File: config.mk
export PLATFORM = sky130hd
export DESIGN_NAME = tpm_timer
export DESIGN_NICKNAME = d
export VERILOG_FILES = /design/src/tpm_pkg.sv /design/src/tpm_timer.sv
export SDC_FILE = /design/constraint.sdc
export NUM_CORES = 1
export LEC_CHECK = 0
export ABC_CLOCK_PERIOD_IN_PS = 4910
export BUFFER_PORTS_ARGS = -buffer_cell sky130_fd_sc_hd__buf_2
export CAP_MARGIN = 20
export CORE_AREA = 2 2 150 152
export CTS_CLUSTER_SIZE = 40
export DETAILED_ROUTE_END_ITERATION = 7
export DIE_AREA = 0 0 152 154
export GPL_TIMING_DRIVEN = 0
export PLACE_DENSITY = 0.58
export SLEW_MARGIN = 20
export SYNTH_ARGS = -nofsm -noshare
export SYNTH_HDL_FRONTEND = slang
export SYNTH_SLANG_ARGS = --single-unit
export TNS_END_PERCENT = 20
File: constraint.sdc
create_clock -name pclk -period 4.91 [get_ports pclk]
set_input_delay 0.7365 -clock pclk [delete_from_list [all_inputs] [get_ports pclk]]
set_output_delay 0.7365 -clock pclk [all_outputs]
set_load 0.005 [all_outputs]
File: src/tpm_pkg.sv
// Purpose: constants shared by the timer block and its bench
// Assumes: 32-bit APB, one word per register
// Notes:   offsets are byte addresses
package tpm_pkg;
   // Register byte offsets
   localparam logic [7:0] A_MODE_OFS  = 8'h00;
   localparam logic [7:0] A_DATA_OFS  = 8'h04;
   localparam logic [7:0] B_MODE_OFS  = 8'h08;
   localparam logic [7:0] B_DATA_OFS  = 8'h0c;
   localparam logic [7:0] START_OFS   = 8'h10;
   localparam logic [7:0] IRQ_OFS     = 8'h14;
   // Mode register fields
   localparam int MD_PWM0   = 0;
   localparam int MD_PWM2   = 2;
   localparam int MD_EDGE   = 3;
   localparam int MD_BIT2   = 2;
   localparam int MD_EXT    = 4;
   localparam int MD_LEN8   = 5;
   localparam int MD_OVF    = 5;
   localparam int MD_CLK_LO = 6;
   localparam int MD_CLK_HI = 7;
   // Start and request bits
   localparam int ST_A      = 0;
   localparam int ST_B      = 1;
   localparam int IRQ_A     = 0;
   localparam int IRQ_B     = 1;
   // B-type modes
   localparam logic [1:0] BM_TIMER = 2'h0;
   localparam logic [1:0] BM_EVENT = 2'h1;
   localparam logic [1:0] BM_MEAS  = 2'h2;
   // Reset values and phase end values
   localparam logic [7:0]  MODE_RST  = 8'h00;
   localparam logic [7:0]  BMODE_RST = 8'h20;
   localparam logic [15:0] CNT_RST   = 16'h0000;
   localparam logic [15:0] PERIOD16  = 16'hfffe;
   localparam logic [7:0]  PERIOD8   = 8'hfe;
   // Count clock dividers for clock select 0..3
   localparam logic [7:0] DIV0 = 8'h00;
   localparam logic [7:0] DIV1 = 8'h07;
   localparam logic [7:0] DIV2 = 8'h3f;
   localparam logic [7:0] DIV3 = 8'hff;
endpackage

File: src/tpm_timer.sv
// Purpose: PWM timer (A type) and interval/event/measure timer (B type)
// Assumes: pins synchronous to pclk; APB slave with zero wait states
// Notes:   request bits are sticky; writing one clears, set wins
//
// How it works
// - A mode bit 5 picks 16-bit or 8-bit modulator with prescaler.
// - A mode bit 4 picks start bit or pin edge as start source.
// - A mode bit 3 picks falling or rising trigger edge.
// - Data write while halted loads reload register and counter.
// - Once running, triggers are ignored and output repeats forever.
// - 16-bit output high m counts of a 2^16-1 count period.
// - Request bit set on each falling edge of the pulse output while running; the fall on stop sets none.
// - Reload copied into counter just before next rising edge.
// - A data reads undefined in PWM mode; here reads zero.
// - 8-bit mode low byte prescales, pulse every n+1 clocks.
// - 8-bit mode high byte modulates, m high of 2^8-1 periods.
// - B mode bits 1:0 pick timer, event counter or measurement.
// - Timer mode decrements, at zero requests and reloads.
// - Write while running loads reload only; counter readable.
// - Event mode counts pin edges chosen by bits 3 and 2.
// - Bit 3 zero measures period, bit 2 picks edge polarity.
// - At each measured edge copy counter, clear, resume.
// - Request after each capture except first after start.
// - Bit 3 one measures width between opposite edges.
// - Measurement mode reads return the captured value.
// - Mode bit 5 overflow flag: set on measurement counter overflow and at reset, cleared by write.
//
// Local design decisions: the APB slave port and the register addresses.
module tpm_timer
(
   // Clock and reset
   input  wire logic        pclk,
   input  wire logic        presetn,
   // APB slave
   input  wire logic        psel,
   input  wire logic        penable,
   input  wire logic        pwrite,
   input  wire logic [7:0]  paddr,
   input  wire logic [31:0] pwdata,
   output logic [31:0]      prdata,
   output logic             pready,
   output logic             pslverr,
   // Pins
   input  wire logic        timer_a_trigger_input,
   input  wire logic        timer_b_input_pin,
   output logic             timer_a_pulse_output,
   // Interrupt requests
   output logic             timer_a_irq,
   output logic             timer_b_irq
);

   // Registers
   logic [7:0]  a_mode_ff, b_mode_ff;
   logic [15:0] a_rld_ff, a_cnt_ff, b_rld_ff, b_cnt_ff;
   logic [1:0]  start_ff, irq_ff;
   logic        a_run_ff, a_out_ff, a_trig_d_ff, b_in_d_ff, b_first_ff;
   logic [7:0]  a_div_ff, b_div_ff;
   logic [7:0]  a_pre_ff;
   logic [7:0]  a_ph8_ff;
   logic [15:0] a_ph16_ff;
   logic [31:0] prdata_ff;

   // Bus decode
   wire wr_en   = psel & penable & pwrite;
   // Read data is latched in the setup cycle so it stands at the access edge
   wire rd_en   = psel & ~penable & ~pwrite;
   wire sel_am  = paddr == tpm_pkg::A_MODE_OFS;
   wire sel_ad  = paddr == tpm_pkg::A_DATA_OFS;
   wire sel_bm  = paddr == tpm_pkg::B_MODE_OFS;
   wire sel_bd  = paddr == tpm_pkg::B_DATA_OFS;
   wire sel_st  = paddr == tpm_pkg::START_OFS;
   wire sel_irq = paddr == tpm_pkg::IRQ_OFS;
   wire mapped  = sel_am | sel_ad | sel_bm | sel_bd | sel_st | sel_irq;
   assign pready  = 1'b1;
   assign pslverr = psel & penable & ~mapped;
   assign prdata  = prdata_ff;

   // Count clock enables from a divider chosen by mode bits 7:6
   function automatic logic [7:0] div_of(input logic [1:0] s);
      logic [7:0] d;
      d = tpm_pkg::DIV0;
      unique case (s)
         2'h0: d = tpm_pkg::DIV0;
         2'h1: d = tpm_pkg::DIV1;
         2'h2: d = tpm_pkg::DIV2;
         2'h3: d = tpm_pkg::DIV3;
      endcase
      return d;
   endfunction
   wire [7:0] a_div_lim = div_of(a_mode_ff[tpm_pkg::MD_CLK_HI:
                                           tpm_pkg::MD_CLK_LO]);
   wire [7:0] b_div_lim = div_of(b_mode_ff[tpm_pkg::MD_CLK_HI:
                                           tpm_pkg::MD_CLK_LO]);
   wire a_tick = a_div_ff >= a_div_lim;
   wire b_tick = b_div_ff >= b_div_lim;

   // A-type decode
   wire a_pwm   = &a_mode_ff[tpm_pkg::MD_PWM2:tpm_pkg::MD_PWM0];
   wire a_len8  = a_mode_ff[tpm_pkg::MD_LEN8];
   wire a_ext   = a_mode_ff[tpm_pkg::MD_EXT];
   wire a_rise  = a_mode_ff[tpm_pkg::MD_EDGE];
   wire a_tedge = a_rise ? (timer_a_trigger_input & ~a_trig_d_ff)
                         : (~timer_a_trigger_input & a_trig_d_ff);
   wire a_en    = start_ff[tpm_pkg::ST_A] & a_pwm;
   // Running ignores triggers; ext mode waits for the edge
   wire a_go    = a_en & ~a_run_ff & (~a_ext | a_tedge);
   // 8-bit prescaler pulse every n+1 count clocks
   wire a_pre_hit = a_tick & (a_pre_ff == 8'h00);
   wire a_step    = a_len8 ? a_pre_hit : a_tick;
   wire a_ph16_end = a_ph16_ff == tpm_pkg::PERIOD16;
   wire a_ph8_end  = a_ph8_ff == tpm_pkg::PERIOD8;
   wire a_wrap     = a_len8 ? a_ph8_end : a_ph16_end;
   // High while phase is below the latched width
   wire a_hi16 = a_ph16_ff < a_cnt_ff;
   wire a_hi8  = a_ph8_ff < a_cnt_ff[15:8];
   wire nxt_a_out = a_run_ff & (a_len8 ? a_hi8 : a_hi16);
   wire a_fall = a_out_ff & ~nxt_a_out;

   // B-type decode
   wire [1:0] b_md = b_mode_ff[1:0];
   wire b_run  = start_ff[tpm_pkg::ST_B];
   wire b_b3   = b_mode_ff[tpm_pkg::MD_EDGE];
   wire b_b2   = b_mode_ff[tpm_pkg::MD_BIT2];
   wire b_rise = timer_b_input_pin & ~b_in_d_ff;
   wire b_fallp = ~timer_b_input_pin & b_in_d_ff;
   // Event edge select: 00 fall, 01 rise, 10 both
   wire b_ev_edge = b_b3 ? (b_rise | b_fallp)
                         : (b_b2 ? b_rise : b_fallp);
   // Period uses the same edge; width captures at every edge of either polarity
   wire b_meas_edge = b_b3 ? (b_rise | b_fallp)
                           : (b_b2 ? b_rise : b_fallp);
   wire b_dec  = b_run & ((b_md == tpm_pkg::BM_TIMER & b_tick) |
                          (b_md == tpm_pkg::BM_EVENT & b_ev_edge));
   wire b_zero_hit = b_dec & (b_cnt_ff == tpm_pkg::CNT_RST);
   wire b_meas = b_md == tpm_pkg::BM_MEAS;
   wire b_cap  = b_run & b_meas & b_meas_edge;
   wire b_minc = b_run & b_meas & b_tick & ~b_cap;
   wire b_movf = b_minc & (b_cnt_ff == 16'hffff);
   wire b_start_set = wr_en & sel_st & pwdata[tpm_pkg::ST_B] &
                      ~start_ff[tpm_pkg::ST_B];
   wire b_ev = b_zero_hit | (b_cap & ~b_first_ff);
   wire a_ev = a_run_ff & a_fall;

   // Read mux
   wire [15:0] a_rd = a_pwm ? 16'h0000 : a_cnt_ff;
   wire [15:0] b_rd = b_meas ? b_rld_ff : b_cnt_ff;
   wire [31:0] rd_mux =
      sel_am  ? {24'h0, a_mode_ff} :
      sel_ad  ? {16'h0, a_rd} :
      sel_bm  ? {24'h0, b_mode_ff} :
      sel_bd  ? {16'h0, b_rd} :
      sel_st  ? {30'h0, start_ff} :
      sel_irq ? {30'h0, irq_ff} : 32'h0;

   // Bus-side registers
   always_ff @(posedge pclk or negedge presetn)
   begin
      if (!presetn)
      begin
         a_mode_ff <= tpm_pkg::MODE_RST;
         start_ff  <= 2'h0;
         prdata_ff <= 32'h0;
      end
      else
      begin
         if (wr_en & sel_am)
            a_mode_ff <= pwdata[7:0];
         if (wr_en & sel_st)
            start_ff <= pwdata[1:0];
         if (rd_en)
            prdata_ff <= rd_mux;
      end
   end

   // Sticky requests: set beats a write-one clear
   wire [1:0] irq_clr = (wr_en & sel_irq) ? pwdata[1:0] : 2'h0;
   always_ff @(posedge pclk or negedge presetn)
   begin
      if (!presetn)
         irq_ff <= 2'h0;
      else
         irq_ff <= (irq_ff & ~irq_clr) | {b_ev, a_ev};
   end
   assign timer_a_irq = irq_ff[tpm_pkg::IRQ_A];
   assign timer_b_irq = irq_ff[tpm_pkg::IRQ_B];

   // Count clock dividers
   always_ff @(posedge pclk or negedge presetn)
   begin
      if (!presetn)
      begin
         a_div_ff <= 8'h00;
         b_div_ff <= 8'h00;
      end
      else
      begin
         a_div_ff <= a_tick ? 8'h00 : a_div_ff + 8'h01;
         b_div_ff <= b_tick ? 8'h00 : b_div_ff + 8'h01;
      end
   end

   // A timer: reload, counter, prescaler, phase and output
   always_ff @(posedge pclk or negedge presetn)
   begin
      if (!presetn)
      begin
         a_rld_ff    <= tpm_pkg::CNT_RST;
         a_cnt_ff    <= tpm_pkg::CNT_RST;
         a_run_ff    <= 1'b0;
         a_out_ff    <= 1'b0;
         a_trig_d_ff <= 1'b0;
         a_pre_ff    <= 8'h00;
         a_ph8_ff    <= 8'h00;
         a_ph16_ff   <= 16'h0000;
      end
      else
      begin
         a_trig_d_ff <= timer_a_trigger_input;
         a_out_ff    <= nxt_a_out;
         if (wr_en & sel_ad)
         begin
            a_rld_ff <= pwdata[15:0];
            if (!a_run_ff)
               a_cnt_ff <= pwdata[15:0];
         end
         if (!a_en)
            a_run_ff <= 1'b0;
         else if (a_go)
         begin
            a_run_ff  <= 1'b1;
            a_ph16_ff <= 16'h0000;
            a_ph8_ff  <= 8'h00;
            a_pre_ff  <= a_rld_ff[7:0];
         end
         else if (a_run_ff)
         begin
            if (a_tick)
               a_pre_ff <= (a_pre_ff == 8'h00) ? a_rld_ff[7:0]
                                               : a_pre_ff - 8'h01;
            if (a_step)
            begin
               a_ph16_ff <= a_ph16_end ? 16'h0000 : a_ph16_ff + 16'h0001;
               a_ph8_ff  <= a_ph8_end ? 8'h00 : a_ph8_ff + 8'h01;
               if (a_wrap)
                  a_cnt_ff <= a_rld_ff;
            end
         end
      end
   end
   assign timer_a_pulse_output = a_out_ff;

   // B timer: mode, reload, counter, capture and overflow flag
   always_ff @(posedge pclk or negedge presetn)
   begin
      if (!presetn)
      begin
         b_mode_ff  <= tpm_pkg::BMODE_RST;
         b_rld_ff   <= tpm_pkg::CNT_RST;
         b_cnt_ff   <= tpm_pkg::CNT_RST;
         b_in_d_ff  <= 1'b0;
         b_first_ff <= 1'b1;
      end
      else
      begin
         b_in_d_ff <= timer_b_input_pin;
         if (wr_en & sel_bm)
            b_mode_ff <= {pwdata[7:6], b_movf, pwdata[4:0]};
         else if (b_movf)
            b_mode_ff[tpm_pkg::MD_OVF] <= 1'b1;
         if (b_start_set)
            b_first_ff <= 1'b1;
         else if (b_cap)
            b_first_ff <= 1'b0;
         if (b_cap)
         begin
            b_rld_ff <= b_cnt_ff;
            b_cnt_ff <= tpm_pkg::CNT_RST;
         end
         else if (b_minc)
            b_cnt_ff <= b_cnt_ff + 16'h0001;
         else if (b_dec)
            b_cnt_ff <= b_zero_hit ? b_rld_ff : b_cnt_ff - 16'h0001;
         if (wr_en & sel_bd & ~b_meas)
         begin
            b_rld_ff <= pwdata[15:0];
            if (!b_run)
               b_cnt_ff <= pwdata[15:0];
         end
      end
   end

endmodule

# Word level (Yosys, flattened, before mapping)
# Cells that the tools add are included.
[op_classes] addsub=7 order_cmp=4 n_eq_ne=17 mux=52 bitwise=61 n_reduce_logical=15
[op_table] operator="2-to-1 mux 16 bit" count=25
[op_table] operator="2-to-1 mux 8 bit" count=10
[op_table] operator="one-hot mux 8 bit (4 select lines)" count=2
[op_table] operator="bitwise AND 1 bit" count=35
[op_table] operator="adder 16 x 1 -> 16 bit (second input constant)" count=2
[op_table] operator="equality test 16 bit (second input constant)" count=2
[op_table] operator="adder 8 x 1 -> 8 bit (second input constant)" count=3
[op_table] operator="equality test 8 x 4 -> 1 bit (second input constant)" count=2
[op_table] operator="equality test 8 x 5 -> 1 bit (second input constant)" count=2
[op_table] operator=">= comparator 8 bit" count=2
[op_table] operator="zero test 16 bit" count=1
[op_table] operator="zero test 8 bit" count=2
[op_table] operator="< comparator 16 bit" count=1
[op_table] operator="subtractor 16 x 1 -> 16 bit (second input constant)" count=1
[op_table] operator="inverter 1 bit" count=14
[op_table] operator="2-to-1 mux 1 bit" count=12
[op_table] operator="nonzero test 2 bit" count=6
[op_table] operator="equality test 2 bit (second input constant)" count=5
[op_table] operator="bitwise OR 1 bit" count=9
[op_table] operator="AND reduction 3 bit" count=3
[op_table] operator="equality test 8 x 3 -> 1 bit (second input constant)" count=1
[op_table] operator="equality test 8 bit (second input constant)" count=1
[op_table] operator="< comparator 8 bit" count=1
[op_table] operator="subtractor 8 x 1 -> 8 bit (second input constant)" count=1
[op_table] operator="7 further kinds" count=13
[totals] regBits=169 in_bits=47 out_inout_bits=37 word_cells=176

# Logic depth before layout (Yosys ltp)
[logic_depth] ltp_word=14 mapped_depth=11 mapped_depth_nobuf=9

# Least setup slack after synthesis
# No wires, ideal clock.
[synth_path] path_kind="input-to-reg" from="input port paddr[2]" to="register b_cnt_ff[12]" setup_ps=122 arrival_time_ps=2508 required_ps=4788 setup_slack_ps=2281 stages=8 n_path_buf=2 path_cell_list="clkbuf_1 -> nand2_1 -> or4b_1 -> buf_2 -> o31ai_2 -> a31oi_1 -> o31a_1 -> a32o_1"
[synth_between] elab_chain_len=4
[synth_lines] item="from (decl)" line_no="tpm_timer.sv:38" source="input wire logic [7:0] paddr,"
[synth_lines] item="equality test 8 x 4 -> 1 bit" line_no="tpm_timer.sv:70" source="wire sel_bd = paddr == tpm_pkg::B_DATA_OFS;"
[synth_lines] item="bitwise AND 1 bit (2 in series)" line_no="tpm_timer.sv:283" source="if (wr_en & sel_bd & ~b_meas)"
[synth_lines] item="2-to-1 mux 16 bit" line_no="tpm_timer.sv:283"
[synth_lines] item="to (signal assigned)" line_no="tpm_timer.sv:280" source="b_cnt_ff <= b_cnt_ff + 16'h0001;"
[synth_lines] item="to (signal assigned)" line_no="tpm_timer.sv:282" source="b_cnt_ff <= b_zero_hit ? b_rld_ff : b_cnt_ff - 16'h0001;"
[synth_lines] item="to (signal assigned)" line_no="tpm_timer.sv:287" source="b_cnt_ff <= pwdata[15:0];"
[synth_lines] item="to (decl)" line_no="tpm_timer.sv:54" source="logic [15:0] a_rld_ff, a_cnt_ff, b_rld_ff, b_cnt_ff;"
# No other way between the ends.
# A chain may end at the register's enable or synchronous reset.

# Worst setup path after layout
[layout_path] from="register a_mode_ff[7]" to="register a_ph16_ff[11]"
[layout_between] elab_chain_len=7 word_cells_on_any_way=10 classes_between="1 x order compare; 3 x eq/ne; 2 x mux; 1 x bitwise; 3 x reduce/logical"
[layout_lines] item="from (decl)" line_no="tpm_timer.sv:53" source="logic [7:0] a_mode_ff, b_mode_ff;"
[layout_lines] item="from (signal assigned)" line_no="tpm_timer.sv:160" source="a_mode_ff <= tpm_pkg::MODE_RST;"
[layout_lines] item="from (signal assigned)" line_no="tpm_timer.sv:167" source="a_mode_ff <= pwdata[7:0];"
[layout_lines] item="equality test 2 bit (tied with other cells)" line_no="tpm_timer.sv:82" source="unique case (s)"
[layout_lines] item="one-hot mux 8 bit (4 select lines) (*)" line_no="tpm_timer.sv:82"
[layout_lines] item=">= comparator 8 bit (*)" line_no="tpm_timer.sv:94" source="wire a_tick = a_div_ff >= a_div_lim;"
[layout_lines] item="bitwise AND 1 bit" line_no="tpm_timer.sv:108" source="wire a_pre_hit = a_tick & (a_pre_ff == 8'h00);"
[layout_lines] item="2-to-1 mux 1 bit (*)" line_no="tpm_timer.sv:109" source="wire a_step = a_len8 ? a_pre_hit : a_tick;"
[layout_lines] item="nonzero test 2 bit (no line) (*)"
[layout_lines] item="AND reduction 3 bit (no line) (*)"
[layout_lines] item="to (signal assigned)" line_no="tpm_timer.sv:242" source="a_ph16_ff <= a_ph16_end ? 16'h0000 : a_ph16_ff + 16'h0001;"
[layout_lines] item="to (decl)" line_no="tpm_timer.sv:60" source="logic [15:0] a_ph16_ff;"
# Mark *: on every way between the ends. The rest lies on a longest branch, timed or not.

==> impl_metrics.csv <==
group,metric,value,unit
status,outcome,"completed",
die,io_pins,84,
global_routing,vias_in_the_first_global_route,8021,
place,placedCellCount,1403,
drt,ant_nets,0,
logic_synthesis,number_of_enable_type_register_cells_in_the_synthesized_netlist,0,
timing,grt_setup_unrepaired,"no",
timing,holdWs,0.285,ns
global_routing,track_usage,24.2,%
logic_synthesis,synth-compound-area-share,18.6,%
logic_synthesis,synth_mux_area_share,7.44,%
pwr,power.static_leakage,5.01,nW
global_routing,grt_first_pass_wirelength,45000,um
die,rows,54,
cells_and_area,final-instance-count-excl-fill,1435,
logic_synthesis,synth-simple-area-share,19.5,%
drt,dr_total_vias,8229,
cells_and_area,share_of_cells_above_drive_strength_1,14.6,%
logic_synthesis,yosysWarnings,0,
pwr,vdd.ir_drop.worst,0.202,mV
timing,max-slew-margin-rel,40.7,%
setup_path,reg2reg_setup_slack,1.48,ns
logic_synthesis,adder_cell_share_of_the_synthesized_area,6.23,%
setup_path,worstSetupEndpointType,"flip-flop",
drt,drc_errors,0,
cells_and_area,multi_input_comb_area,0.00516,mm^2
timing,clock_skew_after_layout,0.0159,ns
setup_path,path_common_cell,"clkbuf_1",
setup_path,critical_path.reg2reg.endpoint,"a_ph16_ff[11]",
die,start_util,43.5,%
place,detailed_place_hpwl,20200,um
die,die_area,0.0234,mm^2
logic_synthesis,synth_ff_type,"dfrtp_1",
clock_tree,cts_tree,"built",
timing,worst_slew_pin_slew,0.888,ns
logic_synthesis,async_flop_share,100,%
place,io_buffers,47,
clock_tree,post-cts-setup-buffers,0,
setup_path,worst-path-max-fanout,10,
pwr,power_density,326,mW/mm^2
logic_synthesis,synth_seq_cells,153,
clock_tree,cts.clk_slew.worst_paths,0.07,ns
logic_synthesis,synth_xor_xnor_area_share,2.23,%
setup_path,critical-path-max-stage-delay,0.48,ns
logic_synthesis,postSynthAreaPerCell,8.91,um^2
timing,fin_setup_tns,0,ns
setup_path,reg2reg_depth,11,
min_path,hold_path.class,"primary input to async pin",
timing,fmax,292,MHz
clock_tree,clkLatencyLatePin,0.44,ns
timing,finalHoldViolations,0,
die,die_h,154,um
setup_path,crit_required,5.25,ns
timing,timing.final.crit_share,69.8,%
logic_synthesis,synth.lib_cells_used.distinct,81,
timing,period_minus_ws_final,3.43,ns
clock_tree,cts_hold_repair.buffers,0,
cells_and_area,finalCoreUtilization,49.6,%
cells_and_area,seqCellArea,0.00383,mm^2
drt,routed_wirelength,27600,um
drt,via_per_inst,5.73,
logic_synthesis,synth_area,0.00944,mm^2
cells_and_area,layout_common_cells,"dfrtp_1 (151), nor2_1 (112), nand2_1 (106), a21oi_1 (90), o21ai_0 (75)",
global_routing,grt_start_max_net_pins,86,
global_routing,grt-ovfl-total,0,
cells_and_area,syn_to_final_growth,14.1,%
drt,dr.first_iter.drc_count,559,
logic_synthesis,dominant_combinational_cell_family_by_area_after_synthesis,"simple AND/OR/NAND/NOR gates",
setup_path,cp.arrival,3.77,ns
setup_path,cp-start-kind,"flip-flop",
timing,finalMaxSlewViolations,0,
timing,timing.final.setup_violations,0,
clock_tree,cts-resized-gates,0,
drt,dr.pass1.iters,7,
cells_and_area,fill_cell_instance_count_of_the_final_layout,2080,
setup_path,critical-path-slowest-cell,"a41oi_1",
place,place.gp.congestion,0.902,
clock_tree,library_cell_used_as_clock_root_buffer,"clkbuf_16",
setup_path,timing.critical_path.cells,"or2_2 -> ha_1 -> nand2b_1 -> a21o_1 -> a21oi_1 -> o21ai_1 -> a41oi_1 -> clkbuf_1 -> clkbuf_1 -> o21ai_0 -> o31ai_1",
drt,post_drt_wl_per_cell,19.2,um
job,max-cap-violations,0,
clock_tree,cts_buffers,17,
global_routing,grt_antenna_before_repair,0,
cells_and_area,layout_commonest_cell,"dfrtp_1",
logic_synthesis,synth_seq_area_share,40.6,%
clock_tree,ctsLongestPathBuffers,2,
cells_and_area,fin_nets,1236,
setup_path,critical_path_class,"flip-flop to flip-flop",
clock_tree,h_tree_levels,4,
clock_tree,numClockSinks,153,
die,die-width,152,um
die,fp.coreArea,0.0217,mm^2
cells_and_area,n_antenna_cell,0,
setup_path,worstReg2RegStart,"a_mode_ff[7]",
logic_synthesis,synthCells,1060,
[worst max path at each step]
stage                  from            end  cells after the start  slack, ns
5_1_grt        a_mode_ff[7]  a_ph16_ff[12]                     10       1.10
2_1_floorplan      paddr[2]   b_cnt_ff[12]                      8       2.28
6_report       a_mode_ff[7]  a_ph16_ff[11]                     11       1.48
3_3_place_gp        presetn    a_ph8_ff[1]                      1       0.60
4_1_cts        a_mode_ff[7]    a_ph8_ff[3]                     11       1.55
3_5_place_dp       paddr[0]   b_cnt_ff[15]                      8       1.44
[per-stage QoR]
| step | power [mW] | setup WS, ns | instance area, um^2 |
|---|---|---|---|
| floorplan | 1.83 | 2.28 | 9500 |
| global placement | 2.04 | 0.597 | 10100 |
| detailed placement | 2.05 | 1.44 | 10100 |
| CTS | 3.53 | 1.55 | 10800 |
| global route | 3.67 | 1.10 | 10800 |
| finish | 3.51 | 1.48 | 10800 |
[per-layer routing]
layer  GRT usage (%)  share of wire, %  vias to the layer above
met2            36.8                44                      263
met4            6.94               1.9                        0
met1            35.5                48                     3979
met5               0                 0                        -
met3            4.23               5.5                       37
li1                -                 -                     3950
[critical path: cells and delay by family, from the launching register on]
| kind | cells | cell delay (ns) |
|---|---|---|
| AO/OA/AOI/OAI | 6 | 1.29 |
| buffers and inverters | 2 | 0.84 |
| AND/OR/NAND/NOR | 2 | 0.48 |
| flip-flops | 1 | 0.44 |
| adder cells (fa/ha/maj) | 1 | 0.28 |
[flip-flops by register name, summed over array words and instances (netlist names), 2 cells and up]
name and count:
a_rld_ff 16, b_mode_ff 8, a_div_ff 8, a_mode_ff 8, irq_ff 2, prdata 16, b_rld_ff 16, b_div_ff 8
a_ph8_ff 8, b_cnt_ff 16, a_pre_ff 8, a_cnt_ff 16, start_ff 2, a_ph16_ff 16
[cells in the mapped netlist, types with 5 or more instances]
library cell | count | area (um^2)
a21o_1 | 12 | 90.1
nand2b_1 | 11 | 68.8
xnor2_1 | 10 | 87.6
xor2_1 | 14 | 123
clkbuf_1 | 43 | 161
a22oi_1 | 10 | 75.1
o31ai_1 | 19 | 143
nor2_1 | 112 | 420
buf_2 | 11 | 55.1
or3_1 | 6 | 37.5
o21ai_0 | 75 | 375
a21oi_1 | 90 | 450
o211ai_1 | 8 | 60.1
nand2_1 | 106 | 398
ha_1 | 47 | 588
nand4_1 | 11 | 68.8
and3_1 | 15 | 93.8
a211oi_1 | 6 | 45.0
a31oi_1 | 16 | 100
nor2b_1 | 6 | 37.5
and2_1 | 5 | 31.3
inv_1 | 36 | 135
nor3_1 | 17 | 85.1
dfrtp_1 | 151 | 3780
mux2_2 | 33 | 372
nand3_1 | 37 | 185
or4_1 | 7 | 52.6
buf_4 | 18 | 135
mux2i_1 | 33 | 330
[power by group]
| part | total (mW) | internal [mW] | switching [mW] |
|---|---|---|---|
| sequential | 1.44 | 1.34 | 0.0909 |
| clock | 1.47 | 0.904 | 0.571 |
| combinational | 0.599 | 0.230 | 0.369 |
[cells by family after synthesis]
family                     count (synthesis)
muxes                                     66
other                                      2
buffers and inverters                    110
AOI/OAI and AO/OA                        284
DFF                                      153
xor gates and xnor gates                  24
adders and majority gates                 47
and+or+nand+nor                          374
[layout make-up]
class,count,area share (%)
Inverter,36,1.25
Tap cell,280,3.25
Clock buffer,17,3.95
Timing Repair Buffer,48,2.53
Sequential cell,153,35.6
Buffer,74,3.47
Multi-Input combinational cell,812,47.9
Clock inverter,15,2.07
(Power assumes the default switching activity.)
